File: src/core/sesl_pkg.sv
// Purpose: shared constants and types for the serial memory with switch terminals
// Assumes: 25 MHz core clock, serial link sampled as plain inputs
// Notes: the contract below is kept by the core and its host
//
// Contract
// - four link wires: clock, select, in, out
// - 1K bits storage, eight terminals A/B
// - locations 0-60 via five instructions
// - programming disabled rejects all programming writes
// - write-all stores one word everywhere
// - location 61 holds power-up switch setup
// - power-up copies 61 into control word
// - volatile control word drives all terminals
// - location 63 reads live terminal levels
// - mode code 110x holds switch open
// - mode code 111x holds switch closed
// - mode 0101 gives debounce key arrangement
// - pressed key pulls interrupt line low
// - modes 0-3 drive fixed pair levels
// - mode 0011 drives both outputs high
// - start bit, opcode, address, 16-bit data
// - busy shows low on data out, then high
// - control word write needs no programming

package sesl_pkg;

	// word and address geometry
	localparam int         DATA_W    = 16;
	localparam int         ADDR_W    = 6;
	localparam int         MEM_WORDS = 64;
	localparam logic [5:0] ADDR_ISS  = 6'h3D; // initial_switch_store
	localparam logic [5:0] ADDR_SCW  = 6'h3E; // switch_control_word
	localparam logic [5:0] ADDR_SRW  = 6'h3F; // switch_readback_word

	// command byte fields
	localparam logic [1:0] OP_READ  = 2'h2;
	localparam logic [1:0] OP_WRITE = 2'h1;
	localparam logic [1:0] OP_EXT   = 2'h0;
	localparam logic [1:0] EXT_DIS  = 2'h0; // program_disable_cmd
	localparam logic [1:0] EXT_ALL  = 2'h1; // write_all_cmd
	localparam logic [1:0] EXT_EN   = 2'h3;
	localparam logic [4:0] CMD_LAST  = 5'h07;
	localparam logic [4:0] DATA_LAST = 5'h0F;

	// programming time
	localparam int          CLK_MHZ      = 25;
	localparam int          PROG_TIME_US = 100;
	localparam int          PROG_CYCLES  = PROG_TIME_US * CLK_MHZ;
	localparam logic [11:0] PROG_COUNT   = 12'(PROG_CYCLES);

	// start values: erased array word, control word after reset
	localparam logic [15:0] ERASED_WORD = 16'hFFFF;
	localparam logic [15:0] SCW_RESET   = 16'h8888;

	// terminal_mode_code values
	localparam logic [1:0] MODE_LVL    = 2'h0;
	localparam logic [3:0] MODE_DEB    = 4'h5;
	localparam logic [2:0] MODE_OPEN   = 3'h6;
	localparam logic [2:0] MODE_CLOSED = 3'h7;

	// positions in the synchroniser vector
	localparam int SYNC_DI   = 0;
	localparam int SYNC_CS   = 1;
	localparam int SYNC_SK   = 2;
	localparam int SYNC_TERM = 3;
	localparam int SYNC_W    = 11;
	// idle pin levels: terminals pulled high, link wires low
	localparam logic [10:0] SYNC_IDLE = 11'h7F8;

	typedef enum {
		ST_BOOT, ST_BOOTLD, ST_IDLE, ST_CMD, ST_DIN,
		ST_COMMIT, ST_RDSEL, ST_RDLOAD, ST_DOUT, ST_DONE
	} sesl_state_e;

	// host-driven link wires
	typedef struct packed {
		logic sk;
		logic cs;
		logic di;
	} sesl_link_s;

	// terminal_group_b over terminal_group_a
	typedef struct packed {
		logic [3:0] b;
		logic [3:0] a;
	} sesl_term_s;

endpackage

File: src/core/sesl_core.sv
// Purpose: serial memory with eight programmable switch terminals
// Assumes: link wires come from another domain and are oversampled
// Notes: one instruction at a time; new starts wait while busy

`timescale 1ns/1ps
`default_nettype none

module sesl_core (
	input  wire logic                 clock,
	input  wire logic                 rst,
	input  wire sesl_pkg::sesl_link_s link,
	input  wire sesl_pkg::sesl_term_s termIn,
	output var  logic                 dataOut,
	output var  sesl_pkg::sesl_term_s termOut,
	output var  sesl_pkg::sesl_term_s termOe,
	output var  logic [3:0]           anaClosed
);

	// terminal pair decode: {closed, aOe, aOut, bOe, bOut}
	function automatic logic [4:0] pairDrive(input logic [3:0] code, input logic aLev);
		logic [4:0] r;
		r = 5'h00;
		if (code[3:2] == sesl_pkg::MODE_LVL) begin
			r = {1'b0, 1'b1, code[1], 1'b1, code[0]}; // fixed levels
		end else if (code == sesl_pkg::MODE_DEB) begin
			r = {1'b0, 1'b0, 1'b0, ~aLev, 1'b0}; // key low pulls b low
		end else if (code[3:1] == sesl_pkg::MODE_CLOSED) begin
			r = 5'h10; // analog switch closed
		end
		return r;
	endfunction

	// synchroniser stages and filtered levels
	logic [10:0] syncA;    // first stage, read by syncB only
	logic [10:0] syncB;    // second stage
	logic [10:0] syncC;    // third stage
	logic [10:0] lev;      // accepted levels
	logic        skPrev;   // last accepted serial clock

	// serial engine state
	sesl_pkg::sesl_state_e state;      // current step
	sesl_pkg::sesl_state_e next_state; // step after this edge
	logic [4:0]  bitCnt;   // bits seen in this step
	logic [7:0]  cmdReg;   // opcode and address
	logic [15:0] shiftIn;  // write data
	logic [15:0] shiftOut; // read data
	logic        progEn;   // programming enabled
	logic [15:0] switch_control_word;      // switch_control_word
	logic        next_dataOut;

	// programming cycle
	logic [11:0] progCnt;  // cycles left
	logic        walkOn;   // write-all walk running
	logic [5:0]  walkAddr; // walk position

	// memory ports
	logic [15:0] memRdata;

	// raw pins into the synchroniser
	wire [10:0] rawIn = {termIn, link.sk, link.cs, link.di};

	// three stages; a change counts once stages two and three agree
	always_ff @(posedge clock) begin
		if (rst) begin
			syncA <= sesl_pkg::SYNC_IDLE;
			syncB <= sesl_pkg::SYNC_IDLE;
			syncC <= sesl_pkg::SYNC_IDLE;
		end else begin
			syncA <= rawIn;
			syncB <= syncA;
			syncC <= syncB;
		end
	end

	// accept a level only when it has stood for two samples
	wire [10:0] agree   = ~(syncB ^ syncC);
	wire [10:0] nextLev = (agree & syncB) | (~agree & lev);

	always_ff @(posedge clock) begin
		if (rst) begin
			lev    <= sesl_pkg::SYNC_IDLE; // no false key press after reset
			skPrev <= 1'b0;
		end else begin
			lev    <= nextLev;
			skPrev <= lev[sesl_pkg::SYNC_SK];
		end
	end

	// named levels and edges
	wire       diLev   = lev[sesl_pkg::SYNC_DI];
	wire       csLev   = lev[sesl_pkg::SYNC_CS];
	wire       skRise  = lev[sesl_pkg::SYNC_SK] & ~skPrev;
	wire [7:0] termLev = lev[10:3];
	wire       busy    = progCnt != 12'h000;
	wire       booting = (state == sesl_pkg::ST_BOOT) || (state == sesl_pkg::ST_BOOTLD);

	// command decode; on the eighth rise the last address bit is still on the wire,
	// so the byte is sorted from the value the shift register is about to take
	wire       cmdDone  = (state == sesl_pkg::ST_CMD) && skRise && (bitCnt == sesl_pkg::CMD_LAST);
	wire [7:0] cmdSeen  = cmdDone ? {cmdReg[6:0], diLev} : cmdReg;
	wire [1:0] cmdOp    = cmdSeen[7:6];
	wire [5:0] cmdAddr  = cmdSeen[5:0];
	wire       isExt    = cmdOp == sesl_pkg::OP_EXT;
	wire       extAll   = isExt && (cmdAddr[5:4] == sesl_pkg::EXT_ALL);
	wire       needData = (cmdOp == sesl_pkg::OP_WRITE) || extAll;
	wire       isRead   = cmdOp == sesl_pkg::OP_READ;
	wire       isNvAddr = cmdAddr <= sesl_pkg::ADDR_ISS;
	wire       commit   = state == sesl_pkg::ST_COMMIT;
	wire       startBit = csLev && skRise && diLev && !busy;
	wire       dinDone  = (state == sesl_pkg::ST_DIN) && skRise && (bitCnt == sesl_pkg::DATA_LAST);
	wire       doutDone = (state == sesl_pkg::ST_DOUT) && skRise && (bitCnt == sesl_pkg::DATA_LAST);

	// write strobes
	wire wrWord = commit && (cmdOp == sesl_pkg::OP_WRITE);
	wire wrNv   = wrWord && isNvAddr && progEn;
	wire wrScw  = wrWord && (cmdAddr == sesl_pkg::ADDR_SCW);
	wire write_all_cmd  = commit && extAll && progEn;
	wire setEn  = commit && isExt && (cmdAddr[5:4] == sesl_pkg::EXT_EN);
	wire clrEn  = commit && isExt && (cmdAddr[5:4] == sesl_pkg::EXT_DIS);

	// memory port selection
	wire        memWe    = wrNv | walkOn;
	wire [5:0]  memWaddr = walkOn ? walkAddr : cmdAddr;
	wire [5:0]  memRaddr = (state == sesl_pkg::ST_BOOT) ? sesl_pkg::ADDR_ISS : cmdAddr;

	// read source: control word, live levels or the array
	wire [15:0] readWord = (cmdAddr == sesl_pkg::ADDR_SCW) ? switch_control_word :
		(cmdAddr == sesl_pkg::ADDR_SRW) ? {8'h00, termLev} : memRdata;

	// 64 x 16 array, 1K bits
	sesl_nv_store u_store (
		.clock (clock),
		.we    (memWe),
		.waddr (memWaddr),
		.wdata (shiftIn),
		.raddr (memRaddr),
		.rdata (memRdata)
	);

	// next step of the serial engine
	always_comb begin
		next_state = state;
		case (state)
			sesl_pkg::ST_BOOT:   next_state = sesl_pkg::ST_BOOTLD;
			sesl_pkg::ST_BOOTLD: next_state = sesl_pkg::ST_IDLE;
			sesl_pkg::ST_IDLE: begin
				if (startBit) begin
					next_state = sesl_pkg::ST_CMD;
				end
			end
			sesl_pkg::ST_CMD: begin
				if (cmdDone) begin
					next_state = sesl_pkg::ST_COMMIT;
				end
			end
			sesl_pkg::ST_DIN: begin
				if (dinDone) begin
					next_state = sesl_pkg::ST_COMMIT;
				end
			end
			sesl_pkg::ST_COMMIT: next_state = sesl_pkg::ST_IDLE;
			sesl_pkg::ST_RDSEL:  next_state = sesl_pkg::ST_RDLOAD;
			sesl_pkg::ST_RDLOAD: next_state = sesl_pkg::ST_DOUT;
			sesl_pkg::ST_DOUT: begin
				if (doutDone) begin
					next_state = sesl_pkg::ST_DONE;
				end
			end
			sesl_pkg::ST_DONE: next_state = sesl_pkg::ST_DONE;
			default:           next_state = sesl_pkg::ST_IDLE;
		endcase
		// command byte sorts itself after the eighth bit
		if (cmdDone) begin
			if (isRead) begin
				next_state = sesl_pkg::ST_RDSEL;
			end else if (needData) begin
				next_state = sesl_pkg::ST_DIN;
			end
		end
		// select low abandons whatever was under way, save boot and commit
		if (!csLev && !booting && !commit) begin
			next_state = sesl_pkg::ST_IDLE;
		end
	end

	// state register
	always_ff @(posedge clock) begin
		if (rst) begin
			state <= sesl_pkg::ST_BOOT;
		end else begin
			state <= next_state;
		end
	end

	// bit counter restarts on every change of step
	always_ff @(posedge clock) begin
		if (rst || (next_state != state)) begin
			bitCnt <= 5'h00;
		end else if (skRise) begin
			bitCnt <= bitCnt + 5'h01;
		end
	end

	// command and write data shift in msb first
	always_ff @(posedge clock) begin
		if (rst) begin
			cmdReg  <= 8'h00;
			shiftIn <= 16'h0000;
		end else if (skRise && (state == sesl_pkg::ST_CMD)) begin
			cmdReg <= {cmdReg[6:0], diLev};
		end else if (skRise && (state == sesl_pkg::ST_DIN)) begin
			shiftIn <= {shiftIn[14:0], diLev};
		end
	end

	// read data: loaded once, then shifted per serial clock
	always_ff @(posedge clock) begin
		if (rst) begin
			shiftOut <= 16'h0000;
		end else if (state == sesl_pkg::ST_RDLOAD) begin
			shiftOut <= readWord;
		end else if (skRise && (state == sesl_pkg::ST_DOUT)) begin
			shiftOut <= {shiftOut[14:0], 1'b0};
		end
	end

	// data out: ready flag when idle, dummy zero, then data bits
	always_comb begin
		next_dataOut = dataOut;
		case (state)
			sesl_pkg::ST_IDLE:   next_dataOut = csLev && !busy;
			sesl_pkg::ST_RDLOAD: next_dataOut = 1'b0;
			sesl_pkg::ST_DOUT: begin
				if (skRise) begin
					next_dataOut = shiftOut[15];
				end
			end
			sesl_pkg::ST_DONE:   next_dataOut = dataOut;
			default:             next_dataOut = dataOut;
		endcase
		if (!csLev) begin
			next_dataOut = 1'b0;
		end
	end

	always_ff @(posedge clock) begin
		if (rst) begin
			dataOut <= 1'b0;
		end else begin
			dataOut <= next_dataOut;
		end
	end

	// programming enable; off at power-up so stray writes are lost
	always_ff @(posedge clock) begin
		if (rst || clrEn) begin
			progEn <= 1'b0;
		end else if (setEn) begin
			progEn <= 1'b1;
		end
	end

	// programming cycle length; new instructions wait while it runs
	always_ff @(posedge clock) begin
		if (rst) begin
			progCnt <= 12'h000;
		end else if (wrNv || write_all_cmd) begin
			progCnt <= sesl_pkg::PROG_COUNT;
		end else if (busy) begin
			progCnt <= progCnt - 12'h001;
		end
	end

	// write-all walks one word per cycle, well inside the busy time
	always_ff @(posedge clock) begin
		if (rst) begin
			walkOn   <= 1'b0;
			walkAddr <= 6'h00;
		end else if (write_all_cmd) begin
			walkOn   <= 1'b1;
			walkAddr <= 6'h00;
		end else if (walkOn) begin
			walkOn   <= walkAddr != sesl_pkg::ADDR_ISS;
			walkAddr <= walkAddr + 6'h01;
		end
	end

	// control word: copied from the array at power-up, volatile after
	always_ff @(posedge clock) begin
		if (rst) begin
			switch_control_word <= sesl_pkg::SCW_RESET;
		end else if (state == sesl_pkg::ST_BOOTLD) begin
			switch_control_word <= memRdata;
		end else if (wrScw) begin
			switch_control_word <= shiftIn;
		end
	end

	// per-pair drive from the control word
	logic [4:0] pairNext [4];
	genvar gi;
	generate
		for (gi = 0; gi < 4; gi++) begin : g_pair
			assign pairNext[gi] = pairDrive(switch_control_word[4*gi+3 -: 4], termLev[gi]);
		end
	endgenerate

	// terminal registers; released until a mode asks to drive
	always_ff @(posedge clock) begin
		if (rst) begin
			termOut   <= '0;
			termOe    <= '0;
			anaClosed <= 4'h0;
		end else begin
			for (int i = 0; i < 4; i++) begin
				anaClosed[i] <= pairNext[i][4];
				termOe.a[i]  <= pairNext[i][3];
				termOut.a[i] <= pairNext[i][2];
				termOe.b[i]  <= pairNext[i][1];
				termOut.b[i] <= pairNext[i][0];
			end
		end
	end
endmodule // sesl_core

`default_nettype wire

File: src/core/sesl_nv_store.sv
// Purpose: non-volatile word array, one write and one read port
// Assumes: read data registered, one cycle after the address
// Notes: starts erased in simulation, survives the core reset

`timescale 1ns/1ps
`default_nettype none

module sesl_nv_store (
	input  wire logic        clock,
	input  wire logic        we,
	input  wire logic [5:0]  waddr,
	input  wire logic [15:0] wdata,
	input  wire logic [5:0]  raddr,
	output var  logic [15:0] rdata
);

	// 64 words of 16 bits
	logic [15:0] cells [sesl_pkg::MEM_WORDS];

	// erased state, stands in for cells never written
	initial begin
		for (int i = 0; i < sesl_pkg::MEM_WORDS; i++) begin
			cells[i] = sesl_pkg::ERASED_WORD;
		end
	end

	// write and registered read; no reset, contents are kept
	always_ff @(posedge clock) begin
		if (we) begin
			cells[waddr] <= wdata;
		end
		rdata <= cells[raddr];
	end

endmodule // sesl_nv_store

`default_nettype wire

File: config.mk
export PLATFORM = sky130hd
export DESIGN_NAME = sesl_core
export DESIGN_NICKNAME = d
export VERILOG_FILES = /design/src/core/sesl_pkg.sv /design/src/core/sesl_core.sv /design/src/core/sesl_nv_store.sv
export SDC_FILE = /design/constraint.sdc
export NUM_CORES = 2
export LEC_CHECK = 0
export BUFFER_PORTS_ARGS = -buffer_cell sky130_fd_sc_hd__buf_2
export CAP_MARGIN = 15
export CORE_MARGIN = 5
export CORE_UTILIZATION = 57
export CTS_CLUSTER_DIAMETER = 50
export DETAILED_ROUTE_END_ITERATION = 7
export GPL_TIMING_DRIVEN = 1
export PLACE_DENSITY_LB_ADDON = 0.2
export SYNTH_ARGS = -nofsm -noshare
export SYNTH_HDL_FRONTEND = slang
export SYNTH_SLANG_ARGS = --single-unit
File: constraint.sdc
create_clock -name clock -period 3.8 [get_ports clock]
set_input_delay 0.19 -clock clock [delete_from_list [all_inputs] [get_ports clock]]
set_output_delay 0.19 -clock clock [all_outputs]
set_load 0.03 [all_outputs]
==> results.py <==
metrics = {
    "power": {
        "clkPwrFrac": 0.466,
        "peakVddDrop_v": 0.000441,
        "seq_power_share": 0.522,
        "p_total_uw": 27600,
        "p_per_area_mw_per_mm2": 488,
        "pwr-share-comb": 0.012,
        "p_sw_uw": 5580,
        "p_int_uw": 22000,
        "swShare": 0.202,
        "p_leak_uw": 0.0206,
    },
    "critical_path": {
        "arrival_ns": 4.39,
        "path_class": "flop to flop",
        "r2r_slack_ns": 0.03,
        "crit_top_cell": "buf_4",
        "startpoint": "state[1]",
        "crit_path_cell_trace": "or4_1 -> or2_1 -> a211oi_4 -> buf_4 -> o21bai_2 -> buf_12 -> nor2_2 -> buf_4 -> a32oi_1 -> a32oi_1 -> buf_4 -> a31oi_1 -> o2bb2ai_1",
        "r2r-start": "state[1]",
        "crit_buf_inv": 4,
        "max_stage_delay_ns": 0.64,
        "crit_family": "simple AND/OR/NAND/NOR gates",
        "slowest_stage": "or4_1",
        "start_kind": "flop",
        "crit_required_ns": 4.42,
        "crit_path_max_fanout": 30,
        "end_kind": "flop",
    },
    "sta": {
        "finalClockSkew_ns": 0.0182,
        "tightest_slew_ns": 1.27,
        "post-route-period-util": 0.993,
        "final_max_slew_viol_count": 0,
        "rsz0062_at_grt": "yes",
        "fmax_mhz": 265,
        "slew_headroom": 0.152,
        "finalSetupViolCount": 0,
        "finalWorstSetupSlack_ns": 0.0280,
        "fin_setup_tns_ns": 0,
        "fin_crit_ns": 3.77,
        "hold_viol": 0,
    },
    "grt": {
        "grt_pass1_vias": 30200,
        "antenna_found_initial": 1,
        "grt_overflow": 0,
        "grt_pass1_wl_um": 200000,
        "grt_usage": 0.298,
        "grt_max_degree": 68,
    },
    "cts": {
        "htree_levels": 4,
        "cts_buffer_depth": 3,
        "path_clk_slew_ns": 0.06,
        "cts_inserted_buffers": 131,
        "cts_sinks": 1219,
        "clockRootBuffer": "clkbuf_16",
        "cts_tree": "built",
        "clk_latency_ns": 0.74,
    },
    "logic_synthesis": {
        "ys_types": 89,
        "ys_seq_area_frac": 0.724,
        "ys.flop_type": "edfxtp_1",
        "syn_inst": 3356,
        "yosysWarnings": 0,
        "mappedNetlistArea_mm2": 0.0479,
        "synth-edff-count": 1024,
        "ys_ff_latch": 1219,
        "syn_avg_cell_area_um2": 14.3,
        "async_flop_share": 0,
    },
    "drt": {
        "wl_um": 136000,
        "drtAntennaViolNets": 0,
        "firstDrtPassIters": 6,
        "num_vias": 30900,
        "drt_iter0_drc": 3673,
        "wl_per_cell_um": 28.3,
        "drc": 0,
        "avgViaCountPerCell": 6.43,
    },
    "final_layout": {
        "layout_commonest_cell": "edfxtp_1",
        "layout-drive-gt1-share": 0.172,
        "fin_nets": 3635,
        "fin_util": 0.676,
        "final_cell_mix": "edfxtp_1 (1024), nand2_1 (430), mux2i_1 (257), buf_4 (183), dfxtp_1 (179)",
        "finalNonFillerCells": 4801,
        "syn2layout_area_growth_pct": 18.0,
    },
    "die": {
        "io_pins": 34,
        "initial_core_util": 0.573,
        "die-height_um": 300,
        "core_area_mm2": 0.0836,
        "dieArea_mm2": 0.0899,
        "rows": 106,
        "die_x_um": 300,
    },
    "min_path": {
        "hold_start": "termIn[3]",
        "hold_class": "input port to flop",
    },
    "placed_design": {
        "gp_congestion": 0.962,
        "io_buffers": 33,
        "hpwl_um": 86500,
        "dp.cells": 4536,
        "pre_cts_slack_ns": -0.594,
    },
    "run_status": {
        "status": "completed",
    },
    "run": {
        "maxCapViolations": 0,
    },
}
[kinds of logic after synthesis]
family / share of synthesized area
AO/OA/AOI/OAI: 0.100
XOR/XNOR: 0.00366
adder cells (fa/ha/maj): 0.00157
buffers and inverters: 0.0224
flip-flops: 0.724
multiplexers: 0.0586
other: 0.0000783
AND/OR/NAND/NOR: 0.0899
[per-layer routing]
layer  track usage  part of all wire
met1         0.427              0.41
met2         0.464              0.47
met3        0.0595             0.092
met4         0.102             0.035
met5             0                 0
[metrics by stage]
step | cell area (um^2) | hold slack [ns]
floorplan | 48000 | 0.294
global placement | 51400 | 0.372
detailed placement | 51500 | 0.377
CTS | 56200 | 0.127
global route | 56500 | 0.157
finish | 56500 | 0.171
[synth_stat cells, drive strengths merged (12+ instances only)]
cell type / number / share of area
a2111oi: 13 / 0.0024
a211oi: 79 / 0.013
a21o: 16 / 0.0025
a21oi: 120 / 0.013
a221oi: 79 / 0.014
a22oi: 16 / 0.0026
a31oi: 47 / 0.0061
a32oi: 62 / 0.011
and3: 42 / 0.0055
and4: 17 / 0.0031
buf: 102 / 0.012
clkbuf: 115 / 0.0090
dfxtp: 195 / 0.082
edfxtp: 1024 / 0.64
inv: 15 / 0.0012
mux2: 19 / 0.0045
mux2i: 259 / 0.054
nand2: 434 / 0.034
nand2b: 12 / 0.0016
nand3: 90 / 0.0096
nand4: 12 / 0.0022
nor2: 168 / 0.014
nor2b: 15 / 0.0020
nor3: 53 / 0.0059
nor4: 16 / 0.0032
o21ai: 91 / 0.0095
o221ai: 17 / 0.0031
o22ai: 55 / 0.0072
o2bb2ai: 12 / 0.0022
or2: 29 / 0.0038
[timing repair]
item,4_1_cts,5_1_grt
setup buffers,0,7
hold endpoints to repair,29,0
resized for setup,27,34
cloned,0,1
pin swaps,1,10
endpoints found under the setup margin,10,153
hold buffers,15,0
[flip-flops by register name, indices dropped and copies added, names as in the netlist, 4 cells and up, named ones only]
name	count
syncC	11
walkAddr	6
anaClosed	4
u_store.rdata	16
shiftIn	16
termOe	8
termOut	8
cmdReg	8
progCnt	12
shiftOut	16
bitCnt	5
syncB	11
u_store.cells	1024
syncA	11
state	32
switch_control_word	16
[power groups by stage]
stage / Clock (uW) / Combinational [uW] / Sequential, uW
after detailed placement: 0 / 328 / 14700
after global routing: 13600 / 386 / 14400
after CTS: 13000 / 343 / 14400
after global placement: 0 / 307 / 14700
final: 12800 / 344 / 14400
after floorplan: 0 / 269 / 14700
[path summary, 6_finish.rpt]
kind,cells past startpoint,endpoint
max,13,u_store.rdata[15]
min,3,syncA[6]
max reg2reg,13,u_store.rdata[15]
min reg2reg,1,syncB[8]
[layout make-up]
cell class	instances	area [um^2]
repair buffers	317	3400
fillers	5741	27100
multi-input cells	1932	12600
flip-flops and latches	1219	34700
clock inverters	77	930
clock buffers	159	3440
diodes	2	5.00
inverters	15	56.3
well taps	1080	1350
[tightest hold or removal path: cells and delay by family]
kind,cells,cell delay (ns)
AND/OR/NAND/NOR,1,0.08
buffers and inverters,2,0.61
(Power assumes the default switching activity.)
